### src/verilog/irrd_pkg.sv
// Package: opcode patterns, field positions and carriers for the decoder
package irrd_pkg;

  // ==========================================================================
  // Instruction word layout
  localparam int unsigned INSTR_W    = 14;
  localparam int unsigned DATA_W     = 8;
  localparam int unsigned FADDR_W    = 7;
  localparam int unsigned PC_W       = 13;
  localparam int unsigned DEST_BIT   = 7;
  localparam int unsigned OPC6_HI    = 13;
  localparam int unsigned OPC6_LO    = 8;
  localparam int unsigned OPC4_LO    = 10;
  localparam int unsigned STACK_DEPTH = 8;

  // ==========================================================================
  // Opcode patterns
  localparam logic [5:0]         OPC_INC      = 6'h0A;
  localparam logic [5:0]         OPC_INC_SKIP = 6'h0F;
  localparam logic [5:0]         OPC_ROTATE   = 6'h0D;
  localparam logic [3:0]         OPC_LIT_RET  = 4'hD;
  localparam logic [INSTR_W-1:0] OPC_RETURN   = 14'h0008;

  // ==========================================================================
  // Reset values and arithmetic constants
  localparam logic [DATA_W-1:0] W_RST   = 8'h00;
  localparam logic [PC_W-1:0]   PC_RST  = 13'h0000;
  localparam logic [DATA_W-1:0] ONE_B   = 8'h01;
  localparam logic [DATA_W-1:0] ZERO_B  = 8'h00;
  localparam logic [PC_W-1:0]   PC_ONE  = 13'h0001;
  localparam logic [PC_W-1:0]   PC_TWO  = 13'h0002;

  typedef enum logic [2:0] {
    OP_NONE,
    OP_INC,
    OP_INC_SKIP,
    OP_ROTATE,
    OP_LIT_RET,
    OP_RETURN
  } irrd_op_t;

  typedef struct packed {
    logic               we;
    logic [FADDR_W-1:0] addr;
    logic [DATA_W-1:0]  data;
  } irrd_file_wr_t;

endpackage

### src/verilog/irrd_alu.sv
// Arithmetic for increment and rotate-through-carry
`timescale 1ns/1ps
module irrd_alu
  import irrd_pkg::*;
(
  input  wire irrd_op_t          i_op,     // Decoded operation
  input  wire logic [DATA_W-1:0] i_src,    // File register operand
  input  wire logic              i_carry,  // Current carry flag
  output logic      [DATA_W-1:0] o_res,    // Result
  output logic                   o_carry,  // Carry after the operation
  output logic                   o_zero    // Result equals zero
);

  always_comb begin
    o_res   = i_src;
    o_carry = i_carry;
    case (i_op)
      OP_INC, OP_INC_SKIP: begin
        o_res = i_src + ONE_B;
      end
      OP_ROTATE: begin
        o_res   = {i_src[DATA_W-2:0], i_carry};
        o_carry = i_src[DATA_W-1];
      end
      default: begin
        o_res = i_src;
      end
    endcase
    o_zero = (o_res == ZERO_B);
  end

endmodule

### src/verilog/irrd_core.sv
// Decoder and executor for increment, skip, rotate and return instructions
// ============================================================================
`timescale 1ns/1ps
module irrd_core
  import irrd_pkg::*;
#(
  parameter int unsigned DEPTH = STACK_DEPTH
)(
  input  wire logic               i_mclk,        // Instruction clock
  input  wire logic               i_rst_b,       // Asynchronous reset, active low
  input  wire logic               i_instr_valid, // Fetched word present
  input  wire logic [INSTR_W-1:0] i_instr,       // Fetched instruction word
  input  wire logic [DATA_W-1:0]  i_file_data,   // Contents of addressed file register
  input  wire logic               i_call_push,   // Push a return address
  input  wire logic [PC_W-1:0]    i_call_addr,   // Return address to push
  output irrd_file_wr_t           o_file_wr,     // File register write
  output logic      [DATA_W-1:0]  o_w,           // Accumulator
  output logic                    o_zero,        // Zero flag
  output logic                    o_carry,       // Carry flag
  output logic      [PC_W-1:0]    o_pc,          // program_counter
  output logic                    o_bubble       // Current fetched word is discarded
);

  localparam int unsigned SP_W = $clog2(DEPTH);

  initial begin
    if (DEPTH < 2 || (DEPTH & (DEPTH - 1)) != 0) begin
      $error("DEPTH must be a power of two, at least 2");
    end
  end

  // ==========================================================================
  // Decode
  irrd_op_t           op;
  logic               exec;
  logic               dest_file;
  logic [FADDR_W-1:0] faddr;
  logic [DATA_W-1:0]  alu_res;
  logic               alu_carry;
  logic               alu_zero;

  assign exec      = i_instr_valid && !o_bubble;
  assign dest_file = i_instr[DEST_BIT];
  assign faddr     = i_instr[FADDR_W-1:0];

  always_comb begin
    op = OP_NONE;
    if (i_instr == OPC_RETURN) begin
      op = OP_RETURN;
    end else if (i_instr[OPC6_HI:OPC4_LO] == OPC_LIT_RET) begin
      op = OP_LIT_RET;
    end else begin
      case (i_instr[OPC6_HI:OPC6_LO])
        OPC_INC:      op = OP_INC;
        OPC_INC_SKIP: op = OP_INC_SKIP;
        OPC_ROTATE:   op = OP_ROTATE;
        default:      op = OP_NONE;
      endcase
    end
  end

  irrd_alu u_alu (
    .i_op    (op),
    .i_src   (i_file_data),
    .i_carry (o_carry),
    .o_res   (alu_res),
    .o_carry (alu_carry),
    .o_zero  (alu_zero)
  );

  // ==========================================================================
  // Return stack (circular, wraps silently like the hardware stack)
  logic [PC_W-1:0] stack_mem [DEPTH];
  logic [SP_W-1:0] sp_r;
  logic [PC_W-1:0] stack_head;
  logic            pop;

  assign stack_head = stack_mem[sp_r - SP_W'(1)];
  assign pop        = exec && (op == OP_LIT_RET || op == OP_RETURN);

  always_ff @(posedge i_mclk or negedge i_rst_b) begin
    if (!i_rst_b) begin
      sp_r <= '0;
    end else if (pop) begin
      sp_r <= sp_r - SP_W'(1);
    end else if (i_call_push) begin
      sp_r <= sp_r + SP_W'(1);
    end
  end

  // Storage has no reset; an empty stack simply returns stale addresses
  always_ff @(posedge i_mclk) begin
    if (i_call_push && !pop) begin
      stack_mem[sp_r] <= i_call_addr;
    end
  end

  // ==========================================================================
  // Destination routing
  logic is_alu_op;
  assign is_alu_op = (op == OP_INC) || (op == OP_INC_SKIP) || (op == OP_ROTATE);

  always_ff @(posedge i_mclk or negedge i_rst_b) begin
    if (!i_rst_b) begin
      o_file_wr <= '0;
    end else begin
      o_file_wr.we   <= exec && is_alu_op && dest_file;
      o_file_wr.addr <= faddr;
      o_file_wr.data <= alu_res;
    end
  end

  always_ff @(posedge i_mclk or negedge i_rst_b) begin
    if (!i_rst_b) begin
      o_w <= W_RST;
    end else if (exec && is_alu_op && !dest_file) begin
      o_w <= alu_res;
    end else if (exec && op == OP_LIT_RET) begin
      o_w <= i_instr[DATA_W-1:0];
    end
  end

  // ==========================================================================
  // Status flags; skip and return forms leave both untouched
  always_ff @(posedge i_mclk or negedge i_rst_b) begin
    if (!i_rst_b) begin
      o_zero  <= 1'b0;
      o_carry <= 1'b0;
    end else if (exec) begin
      if (op == OP_INC) begin
        o_zero <= alu_zero;
      end
      if (op == OP_ROTATE) begin
        o_carry <= alu_carry;
      end
    end
  end

  // ==========================================================================
  // Program flow; a bubble cycle refills the pipe and holds the PC
  always_ff @(posedge i_mclk or negedge i_rst_b) begin
    if (!i_rst_b) begin
      o_pc     <= PC_RST;
      o_bubble <= 1'b0;
    end else begin
      o_bubble <= 1'b0;
      if (exec) begin
        o_pc <= o_pc + PC_ONE;
        if (pop) begin
          o_pc     <= stack_head;
          o_bubble <= 1'b1;
        end else if (op == OP_INC_SKIP && alu_zero) begin
          o_pc     <= o_pc + PC_TWO;
          o_bubble <= 1'b1;
        end
      end
    end
  end

  // ==========================================================================
  // Checks
  a_inc_to_file: assert property (@(posedge i_mclk) disable iff (!i_rst_b)
    exec && op == OP_INC && dest_file |=>
      o_file_wr.we && o_file_wr.data == $past(i_file_data) + ONE_B
      && o_zero == ($past(i_file_data) == 8'hFF))
    else $error("increment to file wrong");

  a_dest_accum: assert property (@(posedge i_mclk) disable iff (!i_rst_b)
    exec && is_alu_op && !dest_file |=> !o_file_wr.we && o_w == $past(alu_res))
    else $error("accumulator destination wrong");

  a_skip_flags_kept: assert property (@(posedge i_mclk) disable iff (!i_rst_b)
    exec && op == OP_INC_SKIP |=> $stable(o_zero) && $stable(o_carry))
    else $error("skip increment touched flags");

  // Back-to-back skips are legal, so the bubble is judged only one cycle out
  a_skip_bubble: assert property (@(posedge i_mclk) disable iff (!i_rst_b)
    exec && op == OP_INC_SKIP |=>
      o_bubble == ($past(i_file_data) == 8'hFF)
      && o_pc == $past(o_pc) + (o_bubble ? PC_TWO : PC_ONE))
    else $error("skip bubble wrong");

  a_bubble_single: assert property (@(posedge i_mclk) disable iff (!i_rst_b)
    o_bubble |=> !o_bubble && $stable(o_pc) && !o_file_wr.we)
    else $error("bubble cycle executed a word");

  a_lit_ret_load: assert property (@(posedge i_mclk) disable iff (!i_rst_b)
    exec && op == OP_LIT_RET |=>
      o_w == $past(i_instr[DATA_W-1:0]) && o_pc == $past(stack_head)
      && o_bubble && $stable(o_carry))
    else $error("literal return wrong");

  a_rotate_carry: assert property (@(posedge i_mclk) disable iff (!i_rst_b)
    exec && op == OP_ROTATE |=>
      o_carry == $past(i_file_data[DATA_W-1])
      && o_file_wr.data == {$past(i_file_data[DATA_W-2:0]), $past(o_carry)})
    else $error("rotate through carry wrong");

  a_return_pop: assert property (@(posedge i_mclk) disable iff (!i_rst_b)
    exec && op == OP_RETURN |=>
      o_pc == $past(stack_head) && o_bubble && $stable(o_zero)
      && sp_r == $past(sp_r) - SP_W'(1))
    else $error("return pop wrong");

  a_field_decode: assert property (@(posedge i_mclk) disable iff (!i_rst_b)
    i_instr_valid && !o_bubble && i_instr[OPC6_HI:OPC4_LO] == OPC_LIT_RET |-> op == OP_LIT_RET)
    else $error("literal return decode ignores wrong bits");

endmodule

### config.mk
export PLATFORM = sky130hd
export DESIGN_NAME = irrd_core
export DESIGN_NICKNAME = d
export VERILOG_FILES = /design/src/verilog/irrd_pkg.sv /design/src/verilog/irrd_alu.sv /design/src/verilog/irrd_core.sv
export SDC_FILE = /design/constraint.sdc
export NUM_CORES = 1
export LEC_CHECK = 0
export ABC_CLOCK_PERIOD_IN_PS = 3200
export BUFFER_PORTS_ARGS = -buffer_cell sky130_fd_sc_hd__buf_4
export CORE_UTILIZATION = 52
export CTS_CLUSTER_SIZE = 40
export DETAILED_ROUTE_END_ITERATION = 10
export HOLD_SLACK_MARGIN = 0.02
export PLACE_DENSITY = 0.73
export SYNTH_ARGS = -nofsm -noshare
export SYNTH_HDL_FRONTEND = slang
export SYNTH_SLANG_ARGS = --single-unit
### constraint.sdc
create_clock -name i_mclk -period 3.2 [get_ports i_mclk]
set_clock_uncertainty 0.15 [all_clocks]
set_input_delay 0.64 -clock i_mclk [delete_from_list [all_inputs] [get_ports i_mclk]]
set_output_delay 0.64 -clock i_mclk [all_outputs]
set_load 0.02 [all_outputs]
==> run_results.csv, run 1 <==
group,metric,value,unit
synthesis,netlist_area,6460,um^2
drt,viasPerCell,5.90,
synthesis,synth-edff-count,104,
cells_and_area,area_growth_syn_to_layout,24.3,%
setup_path,r2r_slack,0.60,ns
drt,num_vias,4271,
synthesis,synthAdderAreaFrac,0.00969,
worst_hold_path,hp-class,"input pin to asynchronous set/reset pin",
synthesis,syn_inst,435,
cells_and_area,layout.nets,587,
power,p_int,4.48,mW
die,floorplan.die_area,12900,um^2
setup_path,critPathMaxFanout,6,
synthesis,yosys.area.top_type,"edfxtp_1",
synthesis,syn_avg_cell_area,14.8,um^2
synthesis,syn-num-nets,479,
power,ir_drop,0.000637,V
cells_and_area,design_area,8030,um^2
power,fin_total_pwr,6.53,mW
cts,cts_resized,0,
drt,drt-pass1-iter-count,6,
grt,grt_first_pass_wirelength,22700,um
grt,track_usage,0.241,
synthesis,synth.distinct_cells,61,
synthesis,synth_warnings,0,
die,core,12100,um^2
synthesis,seq_area_frac_synth,0.650,
placed_design,postPlaceCellArea,7440,um^2
sta,finalWorstSetupSlack,0.357,ns
sta,rsz0062_at_grt,"no",
setup_path,timing.critical_path.required,3.35,ns
setup_path,startpoint_type,"input pin",
grt,grtUsageMet3,0.0707,
setup_path,timing.rr.end,"o_pc[2]$_DFFE_PN0P_",
synthesis,synth_ff_type,"edfxtp_1",
cells_and_area,drive_gt1_frac,0.349,
grt,use_met1,0.308,
cts,clkTransAtPathRegs,0.06,ns
sta,fin_crit,2.84,ns
synthesis,synth_top_family_by_area,"multiplexers",
cts,cts.hold.buffers_added,0,
grt,gr-total-overflow,0,
cts,clock_latency,0.42,ns
cts,root_buffer,"clkbuf_16",
cts,post_cts_buffers,0,
die,die_h,113,um
power,switching_power,2.05,mW
die,start_util,0.535,
drt,drc,0,
grt,grt.met2_usage,0.392,
drt,ant_nets,0,
sta,fin_crit_sh,0.888,
die,std_cell_rows,40,
placed_design,dp_worst_setup_slack,-0.0546,ns
setup_path,reg2reg_from,"sp_r[1]$_DFFE_PN0P_",
power,power.leakage,3.05,nW
placed_design,place.gp.congestion,0.877,
power,seqPwrFrac,0.385,
sta,slew_headroom,0.596,
setup_path,reg2reg_depth,9,
cts,clock-sinks,147,
power,pwr-share-comb,0.319,
setup_path,cp_data_arrival_time,3.00,ns
die,ios,79,
drt,drt_iter0_drc,407,
cts,cts_tree,"built",
synthesis,async_reset_ff_frac,0.293,
power,pwr-share-clk,0.296,
cts,cts.path.max_buffers,2,
sta,hold_violations,0,
setup_path,cp_slowest_cell,"or3_1",
die,dieWidth,113,um
synthesis,synth_top_area_share,0.484,
sta,slew_violations,0,
synthesis,synth.area.top_cells,"edfxtp_1 (48%), dfrtp_1 (17%), mux4_2 (9.1%)",
grt,grt_max_degree,44,
setup_path,cp.depth,9,
power,switching_share,0.313,
setup_path,cpPeakStageDelay,0.42,ns
synthesis,yosys.area_share.simple,0.105,
synthesis,synth_compound_area_frac,0.0752,
drt,wl,14400,um
sta,max_freq,352,MHz
synthesis,synth.ff_latch_count,147,
synthesis,muxShareOfSynthArea,0.135,
cells_and_area,antenna_cells,0,
setup_path,critical-path-top-delay-family,"simple AND/OR/NAND/NOR gates",
grt,first_global_vias,4247,
run,drv_cap,0,
drt,avgRoutedWirePerCell,19.9,um
grt,grt-busiest-layer,"met2",
placed_design,port_buffers,78,
setup_path,critPathKind,"input pin to flip-flop",
cts,cts_buffers,17,
placed_design,dp_hpwl,9540,um
sta,tightest_slew,0.606,ns
synthesis,synth-xor-area-share,0.00794,
sta,setup_violations,0,
power,power_density,813,nW/um^2
setup_path,cp-end-kind,"flip-flop",
cts,htreeDepth,4,
sta,hold_slack,0.0616,ns
setup_path,path_cells,"buf_4, or3_1, o21ai_0, a32o_1, o2111ai_2, nor4_4, mux2_4, or4_1, o311a_1",
setup_path,path_buf_inv,1,
outcome,outcome,"finished clean",
grt,antenna_found_initial,0,
## worst register-to-register path: stages (launching register included)
cell	delay [ns]
dfrtp_1	0.51
inv_1	0.11
ha_1	0.34
buf_4	0.37
mux4_2	0.38
mux2i_1	0.20
o21ai_0	0.10
a21oi_1	0.13
o21ai_0	0.10
o21a_1	0.11
## stage by stage
step                      cells   util  TNS (ns)
after floorplan             435      -     -6.16
after global placement      692  0.617  -0.00590
after detailed placement    692  0.617   -0.0683
after CTS                   724  0.666         0
after global routing        724  0.666         0
final                       724  0.666         0
## cell families (layout without fill, tap and decap cells)
logic type / Yosys count / count (layout)
XOR/XNOR: 5 / 5
AO/OA/AOI/OAI: 74 / 74
flip-flops: 147 / 147
AND/OR/NAND/NOR: 124 / 124
buffers and inverters: 27 / 148
adder cells (fa/ha/maj): 5 / 5
multiplexers: 53 / 53
## power by group through the flow
stage / Combinational [mW] / Sequential (mW) / Clock [mW]
after floorplan: 1.33 / 2.59 / 0
after global placement: 2.06 / 2.53 / 0
after detailed placement: 2.10 / 2.55 / 0
after CTS: 2.11 / 2.51 / 1.96
after global routing: 2.24 / 2.54 / 2.03
final: 2.08 / 2.51 / 1.93
## registers in the layout, summed over array words and instances, names as in the netlist
register / cells
stack_mem: 104
o_zero: 1
o_w: 8
o_carry: 1
o_bubble: 1
sp_r: 3
o_pc: 13
o_file_wr: 16
## layer usage
metal / vias to the layer above / share of wire
met5: - / 0
met2: 174 / 0.50
met1: 2132 / 0.42
li1: 1939 / -
met3: 26 / 0.061
met4: 0 / 0.020
## worst max-delay path by stage
stage                 from                        end  slack, ns
4_1_cts        i_instr[13]        o_pc[6]$_DFFE_PN0P_       0.38
6_report       i_instr[13]        o_pc[6]$_DFFE_PN0P_       0.36
5_1_grt        i_instr[12]        o_pc[3]$_DFFE_PN0P_       0.30
2_1_floorplan  i_instr[10]  stack_mem[1][0]$_DFFE_PP_      -0.23
3_5_place_dp   i_instr[13]        o_pc[6]$_DFFE_PN0P_      -0.05
3_3_place_gp   i_instr[13]        o_pc[6]$_DFFE_PN0P_     -0.006
## area by class of cell
| cell class | count | area, um^2 |
|---|---|---|
| clock buffers | 17 | 425 |
| clock inverters | 15 | 158 |
| fillers | 851 | 4030 |
| inverters | 6 | 22.5 |
| multi-input cells | 261 | 2190 |
| flip-flops and latches | 147 | 4200 |
| well taps | 168 | 210 |
| repair buffers | 110 | 826 |
## placed cells by master (no fill, tap or decap), types with 18 or more instances in the layout
cell type | netlist | final
buf_4 | 2 | 110
edfxtp_1 | 104 | 104
dfrtp_1 | 43 | 42
nand2_1 | 33 | 33
mux4_2 | 26 | 26
o21ai_0 | 25 | 25
a21oi_1 | 18 | 18
nor2_1 | 18 | 18
## synthesized netlist by cell type (8+ instances only)
master    number
edfxtp_1     104
nand2_1       33
o21ai_0       25
clkbuf_1      14
mux4_2        26
a21oi_1       18
nand3_1       17
dfrtp_1       43
nor3_1        17
mux2i_1       17
nor2_1        18
mux2_2         8
Note: power is estimated with default switching activity, not from simulation.
==> run 2: changes to the inputs <==
--- a/config.mk
+++ b/config.mk
@@ -5,13 +5,14 @@
 export SDC_FILE = /design/constraint.sdc
 export NUM_CORES = 1
 export LEC_CHECK = 0
-export ABC_CLOCK_PERIOD_IN_PS = 3200
+export ABC_CLOCK_PERIOD_IN_PS = 3190
 export BUFFER_PORTS_ARGS = -buffer_cell sky130_fd_sc_hd__buf_4
-export CORE_UTILIZATION = 52
+export CORE_ASPECT_RATIO = 0.9
+export CORE_UTILIZATION = 58
 export CTS_CLUSTER_SIZE = 40
 export DETAILED_ROUTE_END_ITERATION = 10
 export HOLD_SLACK_MARGIN = 0.02
-export PLACE_DENSITY = 0.73
+export PLACE_DENSITY = 0.78
 export SYNTH_ARGS = -nofsm -noshare
 export SYNTH_HDL_FRONTEND = slang
 export SYNTH_SLANG_ARGS = --single-unit
==> constraint.sdc (replaced) <==
create_clock -name i_mclk -period 3.19 [get_ports i_mclk]
set_clock_uncertainty 0.15 [all_clocks]
set_input_delay 0.638 -clock i_mclk [delete_from_list [all_inputs] [get_ports i_mclk]]
set_output_delay 0.638 -clock i_mclk [all_outputs]
set_load 0.02 [all_outputs]
==> run 2 against run 1 <==
Compared with the run above: first-iteration DRC count is 9.3% higher; routed wire length fell by 2.9%; clock power fell by 4%; critical path depth unchanged; sequential share of layout area rose by 0.44 points; highest routed layer unchanged.
==> run_results.csv, run 2 (synthesized netlist as in run 1, its figures left out) <==
group,metric,value,unit
cts,clock-sinks,147,
power,fin_total_pwr,6.58,mW
grt,first_global_vias,4075,
die,std_cell_rows,36,
grt,gr-total-overflow,0,
drt,drt-pass1-iter-count,5,
placed_design,post-place-cells,658,
power,seqPwrFrac,0.383,
cells_and_area,antenna_cells,0,
setup_path,r2r_slack,0.71,ns
sta,fin_crit_sh,0.895,
outcome,outcome,"finished clean",
die,die_h,102,um
power,ir_drop,0.000562,V
cts,cts.hold.buffers_added,0,
die,floorplan.die_area,11600,um^2
grt,track_usage,0.261,
cells_and_area,largest-register,"stack_mem",
cells_and_area,layout_common_cells,"buf_4 (111), edfxtp_1 (104), dfrtp_1 (42)",
cells_and_area,area_growth_syn_to_layout,23.2,%
placed_design,dp_hpwl,9390,um
sta,slew_headroom,0.479,
cts,htreeDepth,4,
sta,hold_violations,0,
sta,slew_violations,0,
setup_path,reg2reg_depth,9,
drt,avgRoutedWirePerCell,20.4,um
drt,viasPerCell,6.21,
setup_path,cp-end-kind,"flip-flop",
cts,root_buffer,"clkbuf_16",
setup_path,cp_data_arrival_time,3.01,ns
drt,wl,14000,um
run,drv_cap,0,
cts,cts.path.max_buffers,2,
sta,tightest_slew,0.774,ns
die,core,10800,um^2
worst_hold_path,hp-class,"input pin to asynchronous set/reset pin",
power,p_int,4.47,mW
power,pwr-share-comb,0.336,
sta,hold_slack,0.0570,ns
drt,drc,0,
sta,fin_setup_tns,0,ns
sta,fin_crit,2.86,ns
cells_and_area,layout.nets,588,
placed_design,port_buffers,78,
cts,cts_resized,0,
cts,clock_latency,0.42,ns
cts,post_cts_buffers,0,
drt,ant_nets,0,
cells_and_area,final_common_cell,"buf_4",
setup_path,reg2reg_from,"sp_r[1]$_DFFE_PN0P_",
power,switching_share,0.322,
grt,grt_max_degree,44,
cts,cts_tree,"built",
cells_and_area,reg.largest.list,"stack_mem: 104 flops, o_file_wr: 16 flops, o_pc: 13 flops",
cts,clkTransAtPathRegs,0.06,ns
die,start_util,0.597,
sta,max_freq,350,MHz
setup_path,startpoint_type,"input pin",
sta,finalWorstSetupSlack,0.335,ns
setup_path,critPathMaxFanout,5,
drt,num_vias,4277,
setup_path,critPathKind,"input pin to flip-flop",
grt,grt_first_pass_wirelength,21700,um
cells_and_area,largest_reg_flops,104,
power,pwr-share-clk,0.282,
die,dieWidth,113,um
power,power.leakage,3.04,nW
placed_design,place.gp.congestion,0.887,
cells_and_area,n_fill_cell,675,
cells_and_area,register_area,4200,um^2
placed_design,dp_worst_setup_slack,-0.0790,ns
power,switching_power,2.12,mW
drt,drt_iter0_drc,445,
cells_and_area,post_layout_nonfiller_instances,689,
setup_path,timing.rr.end,"o_pc[2]$_DFFE_PN0P_",
sta,setup_violations,0,
cells_and_area,multi_input_area,2180,um^2
cells_and_area,drive_gt1_frac,0.351,
die,ios,79,
power,power_density,827,nW/um^2
sta,rsz0062_at_grt,"no",
setup_path,timing.critical_path.required,3.34,ns
cts,cts_buffers,17,
grt,antenna_found_initial,0,
[run 2: worst max-delay path by stage]
stage,start,end,slack [ns]
global route,i_instr[13],o_pc[6]$_DFFE_PN0P_,0.25
global placement,i_instr[13],o_pc[6]$_DFFE_PN0P_,-0.05
detailed placement,i_instr[13],o_pc[6]$_DFFE_PN0P_,-0.08
floorplan,i_instr[10],stack_mem[1][0]$_DFFE_PP_,-0.24
CTS,i_instr[13],o_pc[6]$_DFFE_PN0P_,0.37
finish,i_instr[13],o_pc[6]$_DFFE_PN0P_,0.33
[run 2: area by class of cell]
type / instances / share of cell area
Sequential cell: 147 / 0.528
Multi-Input combinational cell: 261 / 0.274
Timing Repair Buffer: 111 / 0.105
Clock buffer: 18 / 0.0539
Tap cell: 133 / 0.0209
Clock inverter: 13 / 0.0162
Inverter: 6 / 0.00283
[run 2: power groups by stage]
stage | registers (mW) | clock network, mW | logic, mW
floorplan | 2.60 | 0 | 1.33
CTS | 2.52 | 1.88 | 2.22
global placement | 2.53 | 0 | 2.18
global route | 2.55 | 1.97 | 2.36
finish | 2.52 | 1.85 | 2.21
detailed placement | 2.55 | 0 | 2.21
[run 2: stage by stage]
| stage | instance area [um^2] | util |
|---|---|---|
| 5_1_grt | 7960 | 0.736 |
| 4_1_cts | 7960 | 0.736 |
| 6_report | 7960 | 0.736 |
| 3_3_place_gp | 7400 | 0.685 |
| 3_5_place_dp | 7400 | 0.685 |
| 2_1_floorplan | 6460 | - |
[run 2: worst max-delay path: stages]
cell	delay (ns)
buf_4	0.13
or3_1	0.41
o21ai_0	0.20
a32o_1	0.20
o2111ai_2	0.15
nor4_4	0.37
mux2_4	0.36
or4_1	0.40
o311a_1	0.14
[run 2: per-layer routing]
layer  part of all wire  global-route usage  vias to the layer above
met5                  0                   0                        -
met4              0.018               0.107                        0
met3              0.068              0.0599                       26
met2               0.49               0.421                      190
met1               0.42               0.351                     2129
li1                   -                   -                     1932
==> run 3: changes to the inputs <==
--- a/config.mk
+++ b/config.mk
@@ -12,7 +12,7 @@
 export CTS_CLUSTER_SIZE = 40
 export DETAILED_ROUTE_END_ITERATION = 10
 export HOLD_SLACK_MARGIN = 0.02
-export PLACE_DENSITY = 0.78
+export PLACE_DENSITY = 0.91
 export SYNTH_ARGS = -nofsm -noshare
 export SYNTH_HDL_FRONTEND = slang
 export SYNTH_SLANG_ARGS = --single-unit
==> run 3 against run 2 <==
Compared with the run above: routed wire length is 6.2% higher; clock power increased by 9%; die area unchanged; critical path depth stayed put; total power is 2.5% higher; critical path type unchanged; critical endpoint unchanged; largest cell class unchanged; highest routed layer unchanged.
==> run_results.csv, run 3 (synthesized netlist as in run 1, its figures left out) <==
group,metric,value,unit
cts,clkTransAtPathRegs,0.06,ns
cts,post_cts_buffers,0,
cells_and_area,final_common_cell,"buf_4",
power,fin_total_pwr,6.75,mW
drt,num_vias,4280,
cells_and_area,largest-register,"stack_mem",
drt,dr_wl_met3,1170,um
cts,cts_tree,"built",
setup_path,cp_data_arrival_time,3.05,ns
setup_path,critPathKind,"input pin to flip-flop",
power,switching_power,2.14,mW
cells_and_area,layout_common_cells,"buf_4 (106), edfxtp_1 (104), dfrtp_1 (42)",
setup_path,cpPeakStageDelay,0.42,ns
cells_and_area,layout.nets,585,
drt,viasPerCell,6.23,
worst_hold_path,hp-class,"input pin to asynchronous set/reset pin",
die,ios,79,
cells_and_area,drive_gt1_frac,0.345,
drt,dr.max_layer_used,"met4",
cells_and_area,reg.largest.list,"stack_mem: 104 flops, o_file_wr: 16 flops, o_pc: 13 flops",
placed_design,port_buffers,78,
placed_design,place.gp.congestion,0.881,
cells_and_area,largest_reg_flops,104,
drt,route.met2.wl,7140,um
power,p_int,4.61,mW
cells_and_area,post_layout_nonfiller_instances,687,
die,std_cell_rows,36,
drt,drt_iter0_drc,462,
sta,slew_headroom,0.327,
cells_and_area,n_fill_cell,637,
grt,first_global_vias,4176,
grt,track_usage,0.276,
grt,gr-total-overflow,0,
sta,hold_violations,0,
sta,hold_slack,0.0628,ns
cts,cts_buffers,17,
sta,max_freq,344,MHz
power,ir_drop,0.000663,V
sta,fin_crit_sh,0.910,
setup_path,critPathMaxFanout,5,
setup_path,path_cells,"buf_4, or3_1, o21ai_0, a32o_1, o2111ai_2, nor4_4, mux2_4, or4_1, o311a_1",
placed_design,dp_hpwl,9570,um
cts,clock-sinks,147,
cts,cts.hold.buffers_added,0,
drt,avgRoutedWirePerCell,21.7,um
cts,cts_resized,0,
drt,drc,0,
placed_design,post-place-cells,655,
sta,fin_crit,2.90,ns
cells_and_area,design_area,8010,um^2
die,floorplan.die_area,11600,um^2
grt,antenna_found_initial,0,
power,seqPwrFrac,0.376,
placed_design,postPlaceCellArea,7400,um^2
outcome,outcome,"finished clean",
sta,tightest_slew,1.00,ns
setup_path,cp_slowest_cell,"or3_1",
grt,grt_first_pass_wirelength,22900,um
die,core,10800,um^2
setup_path,cp-end-kind,"flip-flop",
drt,ant_nets,0,
sta,rsz0062_at_grt,"no",
power,pwr-share-comb,0.326,
cells_and_area,antenna_cells,0,
cells_and_area,area_growth_syn_to_layout,24.0,%
sta,finalWorstSetupSlack,0.286,ns
cts,htreeDepth,4,
power,power.leakage,3.06,nW
cts,root_buffer,"clkbuf_16",
drt,drt-pass1-iter-count,4,
power,pwr-share-clk,0.298,
die,start_util,0.597,
sta,setup_violations,0,
die,die_h,102,um
grt,grt_max_degree,44,
cts,cts.path.max_buffers,2,
drt,wl_met1,6290,um
cts,clock_latency,0.41,ns
setup_path,timing.critical_path.required,3.33,ns
die,dieWidth,113,um
power,power_density,843,nW/um^2
run,drv_cap,0,
setup_path,startpoint_type,"input pin",
placed_design,dp_worst_setup_slack,-0.0760,ns
power,switching_share,0.317,
sta,fin_setup_tns,0,ns
sta,slew_violations,0,
drt,wl,14900,um
cells_and_area,fin_util,0.741,
## run 3: cell type report
class / count / area (um^2) / area share
clock buffers: 18 / 429 / 0.0536
clock inverters: 14 / 173 / 0.0216
well taps: 133 / 166 / 0.0208
repair buffers: 108 / 836 / 0.104
inverters: 6 / 22.5 / 0.00281
multi-input cells: 261 / 2180 / 0.272
flip-flops and latches: 147 / 4200 / 0.525
## run 3: critical path: cells and delay by family
family | cells | cell delay [ns]
compound gates | 4 | 0.69
buf+inv | 1 | 0.13
mux | 1 | 0.36
simple gates | 3 | 1.22
## run 3: path summary, 6_finish.rpt
path,startpoint,to,slack [ns],cells after the start
setup / recovery,i_instr[13],o_pc[6]$_DFFE_PN0P_,0.29,9
hold / removal,i_rst_b,o_pc[10]$_DFFE_PN0P_,0.06,1
setup reg to reg,sp_r[1]$_DFFE_PN0P_,o_pc[4]$_DFFE_PN0P_,0.58,7
hold reg to reg,o_zero$_DFFE_PN0P_,o_zero$_DFFE_PN0P_,0.38,1
max in group asynchronous,i_rst_b,sp_r[0]$_DFFE_PN0P_,2.44,1
min in group i_mclk,i_instr[1],o_file_wr[9]$_DFF_PN0_,0.20,1
## run 3: routing by layer
metal | vias to the layer above | global-route usage
met5 | - | 0
met4 | 0 | 0.119
met3 | 24 | 0.0807
met2 | 213 | 0.429
met1 | 2117 | 0.370
li1 | 1926 | -
## run 3: power groups by stage
| stage | Sequential [mW] | Clock, mW | Combinational, mW |
|---|---|---|---|
| after global placement | 2.53 | 0 | 2.10 |
| final | 2.54 | 2.01 | 2.20 |
| after CTS | 2.53 | 2.03 | 2.19 |
| after global routing | 2.56 | 2.11 | 2.32 |
| after floorplan | 2.60 | 0 | 1.33 |
| after detailed placement | 2.56 | 0 | 2.15 |
